File: src/verilog/rlrx_pkg.sv
// rlrx_pkg: opcodes, field layout and reset values for the rotate and
// return execution block.
// assumes a 14-bit program word and a 15-bit program counter.
package rlrx_pkg;
   localparam int WORD_W = 14;
   localparam int PC_W = 15;
   localparam int DATA_W = 8;
   localparam int FADDR_W = 7;
   // opcode fields of the 14-bit word
   localparam logic [13:0] OP_RETURN = 14'h0008;
   localparam logic [3:0] OP_RETLIT_HI = 4'hd; // word[13:10] = 11_01
   localparam logic [5:0] OP_ROTL = 6'h0d;      // word[13:8] = 00_1101
   localparam logic [5:0] OP_ROTR = 6'h0c;      // word[13:8] = 00_1100
   localparam int DEST_BIT = 7;
   localparam logic [7:0] W_RESET = 8'h00;
   localparam logic [14:0] PC_RESET = 15'h0000;
   localparam logic CARRY_RESET = 1'b0;
   localparam logic [1:0] RET_CYCLES = 2'h2;
endpackage : rlrx_pkg

File: src/verilog/rlrx_exec.sv
// rlrx_exec: executes the return-with-literal, plain return and the two
// rotate-through-carry opcodes of an 8-bit core.
// assumes the fetch path presents one word per cycle with insn_valid, and
// the register file returns the addressed byte combinationally in file_rdata.
//
// How it works
// - return-with-literal loads literal into working reg
// - return-with-literal loads pc from stack top
// - return-with-literal is one word, two cycles
// - rotate left: old carry in, bit7 out
// - rotate left: dest 0 to w, 1 to file
// - rotate left: 7-bit address, single cycle
// - rotate right: old carry in bit7, bit0 out
// - rotate right: address 0..127, dest 0 to w
// - plain return pops stack into pc, two cycles
`timescale 1ns/100ps
module rlrx_exec #(
   parameter int DEPTH = 16
) (
   input wire logic clock,
   input wire logic rst_b,
   input wire logic clk_en,
   input wire logic insn_valid,
   input wire logic [13:0] insn_word,
   input wire logic [7:0] file_rdata,
   input wire logic [14:0] stack_top,
   output logic [6:0] file_addr,
   output logic [7:0] file_wdata,
   output logic file_we,
   output logic [7:0] w_out,
   output logic carry_out,
   output logic [14:0] pc_out,
   output logic pc_load,
   output logic stack_pop,
   output logic flush,
   output logic busy
);
   ////////////////////////////////////////////////////////////////////////
   typedef enum logic [1:0] {
      RLRX_OP_NONE = 2'b00,
      RLRX_OP_RET = 2'b01,
      RLRX_OP_ROTL = 2'b10,
      RLRX_OP_ROTR = 2'b11
   } rlrx_kind_t;

   // classify a word; used for decode only, is_retlit does the literal check
   function automatic rlrx_kind_t rlrx_classify(input logic [13:0] w);
      rlrx_kind_t k;
      k = RLRX_OP_NONE;
      if (w == rlrx_pkg::OP_RETURN ||
          w[13:10] == rlrx_pkg::OP_RETLIT_HI)
         k = RLRX_OP_RET;
      else if (w[13:8] == rlrx_pkg::OP_ROTL)
         k = RLRX_OP_ROTL;
      else if (w[13:8] == rlrx_pkg::OP_ROTR)
         k = RLRX_OP_ROTR;
      return k;
   endfunction : rlrx_classify

   logic [7:0] w_reg;
   logic carry_reg;
   logic [14:0] pc_reg;
   logic pc_load_reg;
   logic pop_reg;
   logic flush_reg;
   logic busy_reg;
   logic [6:0] addr_reg;
   logic [7:0] wdata_reg;
   logic we_reg;
   localparam int DEPTH_W = $clog2(DEPTH+1);
   logic [DEPTH_W-1:0] depth_reg;
   rlrx_kind_t kind;
   logic is_retlit;
   logic accept;
   logic [7:0] rot_val;
   logic rot_carry;
   logic [7:0] rot_src;

   ////////////////////////////////////////////////////////////////////////
   // decode; second cycle of a return swallows the flushed fetch
   assign kind = rlrx_classify(insn_word);
   assign is_retlit = insn_word[13:10] == rlrx_pkg::OP_RETLIT_HI;
   assign accept = clk_en && insn_valid && !busy_reg;
   assign file_addr = insn_word[6:0];
   // write-back lands one edge late, so a rotate behind another on
   // the same address would read the stale byte; take the pending value
   assign rot_src = (we_reg && addr_reg == insn_word[6:0]) ? wdata_reg :
      file_rdata;
   // combinational rotate through carry
   always_comb begin
      rot_val = {rot_src[6:0], carry_reg};
      rot_carry = rot_src[7];
      if (kind == RLRX_OP_ROTR) begin
         rot_val = {carry_reg, rot_src[7:1]};
         rot_carry = rot_src[0];
      end
   end

   ////////////////////////////////////////////////////////////////////////
   // working register and carry; rotates finish in one cycle
   always_ff @(posedge clock) begin
      if (!rst_b) begin
         w_reg <= rlrx_pkg::W_RESET;
         carry_reg <= rlrx_pkg::CARRY_RESET;
      end else if (accept) begin
         if (kind == RLRX_OP_RET && is_retlit)
            w_reg <= insn_word[7:0];
         if (kind == RLRX_OP_ROTL || kind == RLRX_OP_ROTR) begin
            carry_reg <= rot_carry;
            if (!insn_word[rlrx_pkg::DEST_BIT])
               w_reg <= rot_val;
         end
      end
   end

   // file write back only when dest is 1
   always_ff @(posedge clock) begin
      if (!rst_b) begin
         we_reg <= 1'b0;
         addr_reg <= 7'h00;
         wdata_reg <= 8'h00;
      end else if (clk_en) begin
         we_reg <= accept && (kind == RLRX_OP_ROTL || kind == RLRX_OP_ROTR)
            && insn_word[rlrx_pkg::DEST_BIT];
         addr_reg <= insn_word[6:0];
         wdata_reg <= rot_val;
      end
   end

   ////////////////////////////////////////////////////////////////////////
   // returns: pc from stack top, pop, flush, one busy cycle
   always_ff @(posedge clock) begin
      if (!rst_b) begin
         pc_reg <= rlrx_pkg::PC_RESET;
         pc_load_reg <= 1'b0;
         pop_reg <= 1'b0;
         flush_reg <= 1'b0;
         busy_reg <= 1'b0;
      end else if (clk_en) begin
         pc_load_reg <= 1'b0;
         pop_reg <= 1'b0;
         flush_reg <= 1'b0;
         busy_reg <= 1'b0;
         if (accept && kind == RLRX_OP_RET) begin
            pc_reg <= stack_top;
            pc_load_reg <= 1'b1;
            pop_reg <= 1'b1;
            flush_reg <= 1'b1;
            busy_reg <= 1'b1;
         end
      end
   end

   // pointer depth kept for visibility of unwinding; pop after read
   always_ff @(posedge clock) begin
      if (!rst_b)
         depth_reg <= DEPTH_W'(DEPTH); // full stack after reset
      else if (clk_en && pop_reg && depth_reg != '0)
         depth_reg <= depth_reg - 1'b1;
   end

   assign file_wdata = wdata_reg;
   assign file_we = we_reg;
   assign w_out = w_reg;
   assign carry_out = carry_reg;
   assign pc_out = pc_reg;
   assign pc_load = pc_load_reg;
   assign stack_pop = pop_reg;
   assign flush = flush_reg;
   assign busy = busy_reg;

   ////////////////////////////////////////////////////////////////////////
   // checks
   property p_retlit_w;
      @(posedge clock) disable iff (!rst_b)
      accept && kind == RLRX_OP_RET && is_retlit |=>
         w_reg == $past(insn_word[7:0]);
   endproperty
   a_retlit_w: assert property (p_retlit_w)
      else $error("literal not loaded");
   property p_ret_pc;
      @(posedge clock) disable iff (!rst_b)
      accept && kind == RLRX_OP_RET |=>
         pc_load && pc_out == $past(stack_top) && stack_pop;
   endproperty
   a_ret_pc: assert property (p_ret_pc)
      else $error("pc not loaded from stack top");
   property p_ret_two;
      @(posedge clock) disable iff (!rst_b)
      accept && kind == RLRX_OP_RET |=> busy && flush;
   endproperty
   a_ret_two: assert property (p_ret_two)
      else $error("return not two cycles");
   property p_rotl;
      @(posedge clock) disable iff (!rst_b)
      accept && kind == RLRX_OP_ROTL && !insn_word[7] |=>
         w_out == {$past(rot_src[6:0]), $past(carry_reg)} &&
         carry_out == $past(rot_src[7]);
   endproperty
   a_rotl: assert property (p_rotl)
      else $error("rotate left wrong");
   property p_rotr;
      @(posedge clock) disable iff (!rst_b)
      accept && kind == RLRX_OP_ROTR && !insn_word[7] |=>
         w_out == {$past(carry_reg), $past(rot_src[7:1])} &&
         carry_out == $past(rot_src[0]);
   endproperty
   a_rotr: assert property (p_rotr)
      else $error("rotate right wrong");
   property p_dest_file;
      @(posedge clock) disable iff (!rst_b)
      clk_en && accept && kind != RLRX_OP_NONE && kind != RLRX_OP_RET &&
         insn_word[7] |=> file_we && w_out == $past(w_reg);
   endproperty
   a_dest_file: assert property (p_dest_file)
      else $error("dest file path wrong");
   property p_no_we;
      @(posedge clock) disable iff (!rst_b)
      clk_en && !(accept && insn_word[7]) |=> !file_we;
   endproperty
   a_no_we: assert property (p_no_we)
      else $error("spurious file write");
   property p_rot_single;
      @(posedge clock) disable iff (!rst_b)
      accept && (kind == RLRX_OP_ROTL || kind == RLRX_OP_ROTR) |=> !busy;
   endproperty
   a_rot_single: assert property (p_rot_single)
      else $error("rotate stalled");
   property p_depth_pop;
      @(posedge clock) disable iff (!rst_b)
      clk_en && stack_pop && depth_reg != '0 |=>
         depth_reg == $past(depth_reg) - 1'b1;
   endproperty
   a_depth_pop: assert property (p_depth_pop)
      else $error("stack depth not unwound");
   c_retlit: cover property (@(posedge clock)
      accept && kind == RLRX_OP_RET && is_retlit);
   c_rotl_file: cover property (@(posedge clock)
      accept && kind == RLRX_OP_ROTL && insn_word[7]);
   c_rotr_w: cover property (@(posedge clock)
      accept && kind == RLRX_OP_ROTR && !insn_word[7]);
endmodule : rlrx_exec

File: config.mk
export PLATFORM = sky130hd
export DESIGN_NAME = rlrx_exec
export DESIGN_NICKNAME = d
export VERILOG_FILES = /design/src/verilog/rlrx_pkg.sv /design/src/verilog/rlrx_exec.sv
export SDC_FILE = /design/constraint.sdc
export NUM_CORES = 1
export LEC_CHECK = 0
export BUFFER_PORTS_ARGS = -buffer_cell sky130_fd_sc_hd__buf_2
export CORE_ASPECT_RATIO = 1.4
export CORE_MARGIN = 2
export CORE_UTILIZATION = 40
export CTS_CLUSTER_SIZE = 28
export DETAILED_ROUTE_END_ITERATION = 7
export PLACE_DENSITY = 0.8
export SLEW_MARGIN = 20
export SYNTH_ARGS = -nofsm -noshare
export SYNTH_HDL_FRONTEND = slang
export SYNTH_SLANG_ARGS = --single-unit
File: constraint.sdc
create_clock -name clock -period 2.9 [get_ports clock]
set_input_delay 0.58 -clock clock [delete_from_list [all_inputs] [get_ports clock]]
set_output_delay 0.58 -clock clock [all_outputs]
set_load 0.1 [all_outputs]
Word-level counts from Yosys, hierarchy flattened. Cells that the tools add are included.

Equal/unequal tests: 8. Multiplexer cells: 10. Reduce and logical (&&, ||, !) cells: 12.

Operators by type and width (count): $mux 8 (5); $eq 14x4->1 const B (1); $eq 6x4->1 const B (2); $eq 7x7->1 (1); $logic_and 1x1->1 (7); $mux 2 (3); $eq 2x2->1 const B (2); $eq 4x4->1 const B (1); $reduce_and 2->1 (2); $eq 2x1->1 const B (1); $logic_or 1x1->1 (2); $mux 1 (2); $logic_not 1->1 (1).

Register bits: 41. Input bits: 41. Word-level logic and storage cells: 37.

Depth between registers and ports, before layout.
Depth after elaboration: 9. Gate-level depth with buffers: 6. Depth with buffers taken out: 5.

Least setup slack after synthesis. No wires, ideal clock.

Path kind: flip-flop to flip-flop. Start: register we_reg (netlist: file_we). End: register wdata_reg[7] (netlist: file_wdata[7]). Library setup time: 0.115 ns. Arrival: 2.152 ns. Data required time: 2.785 ns. Slack: 0.633 ns. Stages on the path, launching flop included: 5. Buffers on the path: 0. Path through: dfxtp_1 -> nand4_1 -> o21a_1 -> o311a_1 -> o21a_1.

Longest elaborated chain between the ends: 3.

Ends and longest elaborated chain: start, declared (RTL line rlrx_exec.sv:69) `logic we_reg;`; start signal, assigned (RTL line rlrx_exec.sv:123) `we_reg <= accept && (kind == RLRX_OP_ROTL || kind == RLRX_OP_ROTR)`; $logic_and 1x1->1 (RTL line rlrx_exec.sv:87) `assign rot_src = (we_reg && addr_reg == insn_word[6:0]) ? wdata_reg :`; $mux 8 (RTL line rlrx_exec.sv:87); $mux 8 (RTL line rlrx_exec.sv:93) `if (kind == RLRX_OP_ROTR) begin`; end signal, assigned (RTL line rlrx_exec.sv:126) `wdata_reg <= rot_val;`; end, declared (RTL line rlrx_exec.sv:68) `logic [7:0] wdata_reg;`.

No other way between the ends. A chain may end at the register's enable or synchronous reset.

Worst setup path after layout.
Start: input insn_word[13]. End: register wdata_reg[5] (netlist: file_wdata[5]).

Longest elaborated chain between the ends: 6. Elaborated cells on any way between the ends: 10.

Ends and longest elaborated chain: start, declared (RTL line rlrx_exec.sv:24) `input wire logic [13:0] insn_word,`; $eq 6x4->1 (RTL line rlrx_exec.sv:55) `else if (w[13:8] == rlrx_pkg::OP_ROTR)`; $mux 2 (RTL line rlrx_exec.sv:55); $mux 2 (RTL line rlrx_exec.sv:53) `else if (w[13:8] == rlrx_pkg::OP_ROTL)`; $mux 2 (*) (RTL line rlrx_exec.sv:50) `if (w == rlrx_pkg::OP_RETURN ||`; $eq 2x2->1 (*) (RTL line rlrx_exec.sv:93); $mux 8 (*) (RTL line rlrx_exec.sv:93).

Mark *: on every way between the ends. The rest lies on a longest branch, timed or not.

==> impl_metrics.env <==
export IMPL_post_cts_buffers=0
export IMPL_crit_path_end_kind="register"
export IMPL_power_density_nw_per_um2=474
export IMPL_ioPinCount=85
export IMPL_layout_commonest_cell="buf_2"
export IMPL_reg2regPathDepth=5
export IMPL_path_cells="buf_2 > or3_4 > nor3_4 > mux4_2 > a22o_1"
export IMPL_cts_htree_levels=2
export IMPL_cts_root_buffer="clkbuf_8"
export IMPL_rsz0062_at_grt="no"
export IMPL_nets=326
export IMPL_antenna_found_initial=0
export IMPL_clock_path_buffers=2
export IMPL_die_area_sq_um=5790
export IMPL_run_status="complete, no violations"
export IMPL_ir_worst_vdd_v=0.000341
export IMPL_syn_area_sq_um=2080
export IMPL_vias=1919
export IMPL_die_width_microns=64.9
export IMPL_cellLeakagePower_uw=0.00109
export IMPL_finalHoldViolCount=0
export IMPL_post_cts_resized=0
export IMPL_insertion_delay_ps=290
export IMPL_start_util=0.409
export IMPL_finClkSkew_ps=9.92
export IMPL_async_flop_share=0
export IMPL_max_freq_mhz=462
export IMPL_cp_start_kind="primary input"
export IMPL_n_antenna_cell=0
export IMPL_drtPass1Iterations=4
export IMPL_viasPerCell=5.47
export IMPL_grt_overflow=0
export IMPL_crit_end="file_wdata[5]"
export IMPL_dieHeight_microns=89.3
export IMPL_drt_iter0_markers=64
export IMPL_arrival_ps=2350
export IMPL_drc=0
export IMPL_synthCells=211
export IMPL_worst_slack_ps=735
export IMPL_final_cell_mix="buf_2 (84), dfxtp_1 (41), nor2_1 (30)"
export IMPL_synth_edf_count=0
export IMPL_grt_pass1_wl_microns=8990
export IMPL_clock_sinks=41
export IMPL_n_fill_cell=496
export IMPL_crit_path_start="insn_word[13]"
export IMPL_critPathMaxFanout=6
export IMPL_place_hpwl_microns=4330
export IMPL_cp_num_buf_inv=1
export IMPL_cts_tree="done"
export IMPL_cts_buffers_inserted=5
export IMPL_setup_tns_final_ps=0
export IMPL_tightest_slew_ps=493
export IMPL_cp_slowest_cell="mux4_2"
export IMPL_maxCapViolCount=0
export IMPL_regToRegEndpoint="w_out[0]"
export IMPL_area_delta_synth_final_pct=23.0
export IMPL_post_place_ws_ps=435
export IMPL_slowest_delay_ps=600
export IMPL_wirelength_microns=5550
export IMPL_synth_seq_cells=41
export IMPL_synthFlopType="dfxtp_1"
export IMPL_grt_max_degree=23
export IMPL_seq_area_sq_um=821
export IMPL_grt_pass1_vias=1848
export IMPL_clkSlewWorstSetupHoldPaths_ps=80
export IMPL_synth_cell_type_count=42
export IMPL_portBuffers=84
export IMPL_fin_crit_ps=2170
export IMPL_fin_crit_sh=0.747
export IMPL_setup_viol_count_final=0
export IMPL_r2r_slack_ps=970
export IMPL_multiInputGateArea_sq_um=1090
export IMPL_largest_register_ff_count=15
export IMPL_crit_required_ps=3090
export IMPL_synth_warnings=0
export IMPL_grtUsageTotal=0.205
export IMPL_core_area_sq_um=5080
export IMPL_wl_per_cell_microns=15.8
export IMPL_critical_path_class="in -> reg"
export IMPL_seq_area_frac_synth=0.395
export IMPL_synth_area_per_cell_sq_um=9.84
export IMPL_hp_class="reg -> reg"
export IMPL_drtAntennaViolNets=0
export IMPL_crit_family="simple AND/OR/NAND/NOR gates"
export IMPL_cts_hold_buffers=0
export IMPL_place_congestion=0.863
export IMPL_rows=31
export IMPL_synth_fp_nets=252
export IMPL_hp_start="pc_out[6]"
export IMPL_slew_viol_final=0
export IMPL_drive_above_1_share=0.379
export IMPL_crit_cells=5
export IMPL_slew_headroom=0.670
export IMPL_r2r_start="addr_reg[0]"
[per-layer routing]
metal	GRT usage	up-vias	wire [microns]	share of wire
met2	0.377	89	2950	0.53
met1	0.222	909	2040	0.37
met5	0	-	0	0
li1	-	909	-	-
met3	0.0504	12	423	0.076
met4	0.0909	0	133	0.024
[worst min path at each step]
stage	to	cells after the start	slack [ps]
after floorplan	addr_reg[0]	2	480
after global placement	pc_out[14]	2	470
after detailed placement	pc_out[7]	2	480
after CTS	pc_out[8]	2	500
after global routing	pc_out[14]	2	520
final	pc_out[6]	2	490
[worst register-to-register path, cell delays in order, from the launching register on]
cell	delay [ps]
dfxtp_1	330
xnor2_1	230
nand4_1	350
o21a_1	310
a2111oi_0	440
o21ai_0	160
[synthesized netlist by cell type, types with 2 or more instances]
master     count  area, sq um
mux4_2         5          113
a22oi_1        6         45.0
nor3_1         5         25.0
mux2i_1       24          240
a22o_1         5         43.8
buf_6          3         33.8
inv_1          6         22.5
xnor2_1        7         61.3
nand2_1        4         15.0
or2_2          2         12.5
o21a_1         3         22.5
clkbuf_1       7         26.3
o21ai_0        6         30.0
nand3_1        4         20.0
o311a_1        2         20.0
dfxtp_1       41          821
o2bb2ai_1      5         43.8
nand4_1        5         31.3
nor4_1         3         18.8
nor2b_1        4         25.0
o32ai_1        3         26.3
buf_4         10         75.1
nor3b_1        3         22.5
nor2_1        30          113
[power breakdown]
part	internal [uW]	leakage (uW)	switching, uW	total [uW]
Sequential	577	0.000333	12.1	589
Clock	189	0.0000443	189	378
Combinational	65.1	0.000710	177	242
Total	831	0.00109	379	1210
[cell families (layout without fill, tap and decap cells)]
| family | Yosys count | count (layout) | share of synthesized area |
|---|---|---|---|
| multiplexers | 29 | 29 | 0.170 |
| AO/OA/AOI/OAI | 39 | 39 | 0.152 |
| AND/OR/NAND/NOR | 68 | 68 | 0.176 |
| buffers and inverters | 27 | 101 | 0.0777 |
| flip-flops | 41 | 41 | 0.395 |
| XOR/XNOR | 7 | 7 | 0.0295 |
[metrics by stage]
stage	total power [uW]	hold slack [ps]	utilization	instances	area, sq um
2_1_floorplan	782	482	-	211	2080
3_3_place_gp	841	469	0.486	344	2470
3_5_place_dp	844	478	0.486	344	2470
4_1_cts	1220	499	0.503	351	2550
5_1_grt	1260	523	0.503	351	2550
6_report	1210	491	0.503	351	2550
[layout make-up]
class	count	area share
Tap cell	66	0.0323
Inverter	7	0.0103
Timing Repair Buffer	87	0.173
Clock buffer	7	0.0338
Sequential cell	41	0.321
Multi-Input combinational cell	143	0.429
Note: power is estimated with default switching activity, not from simulation.
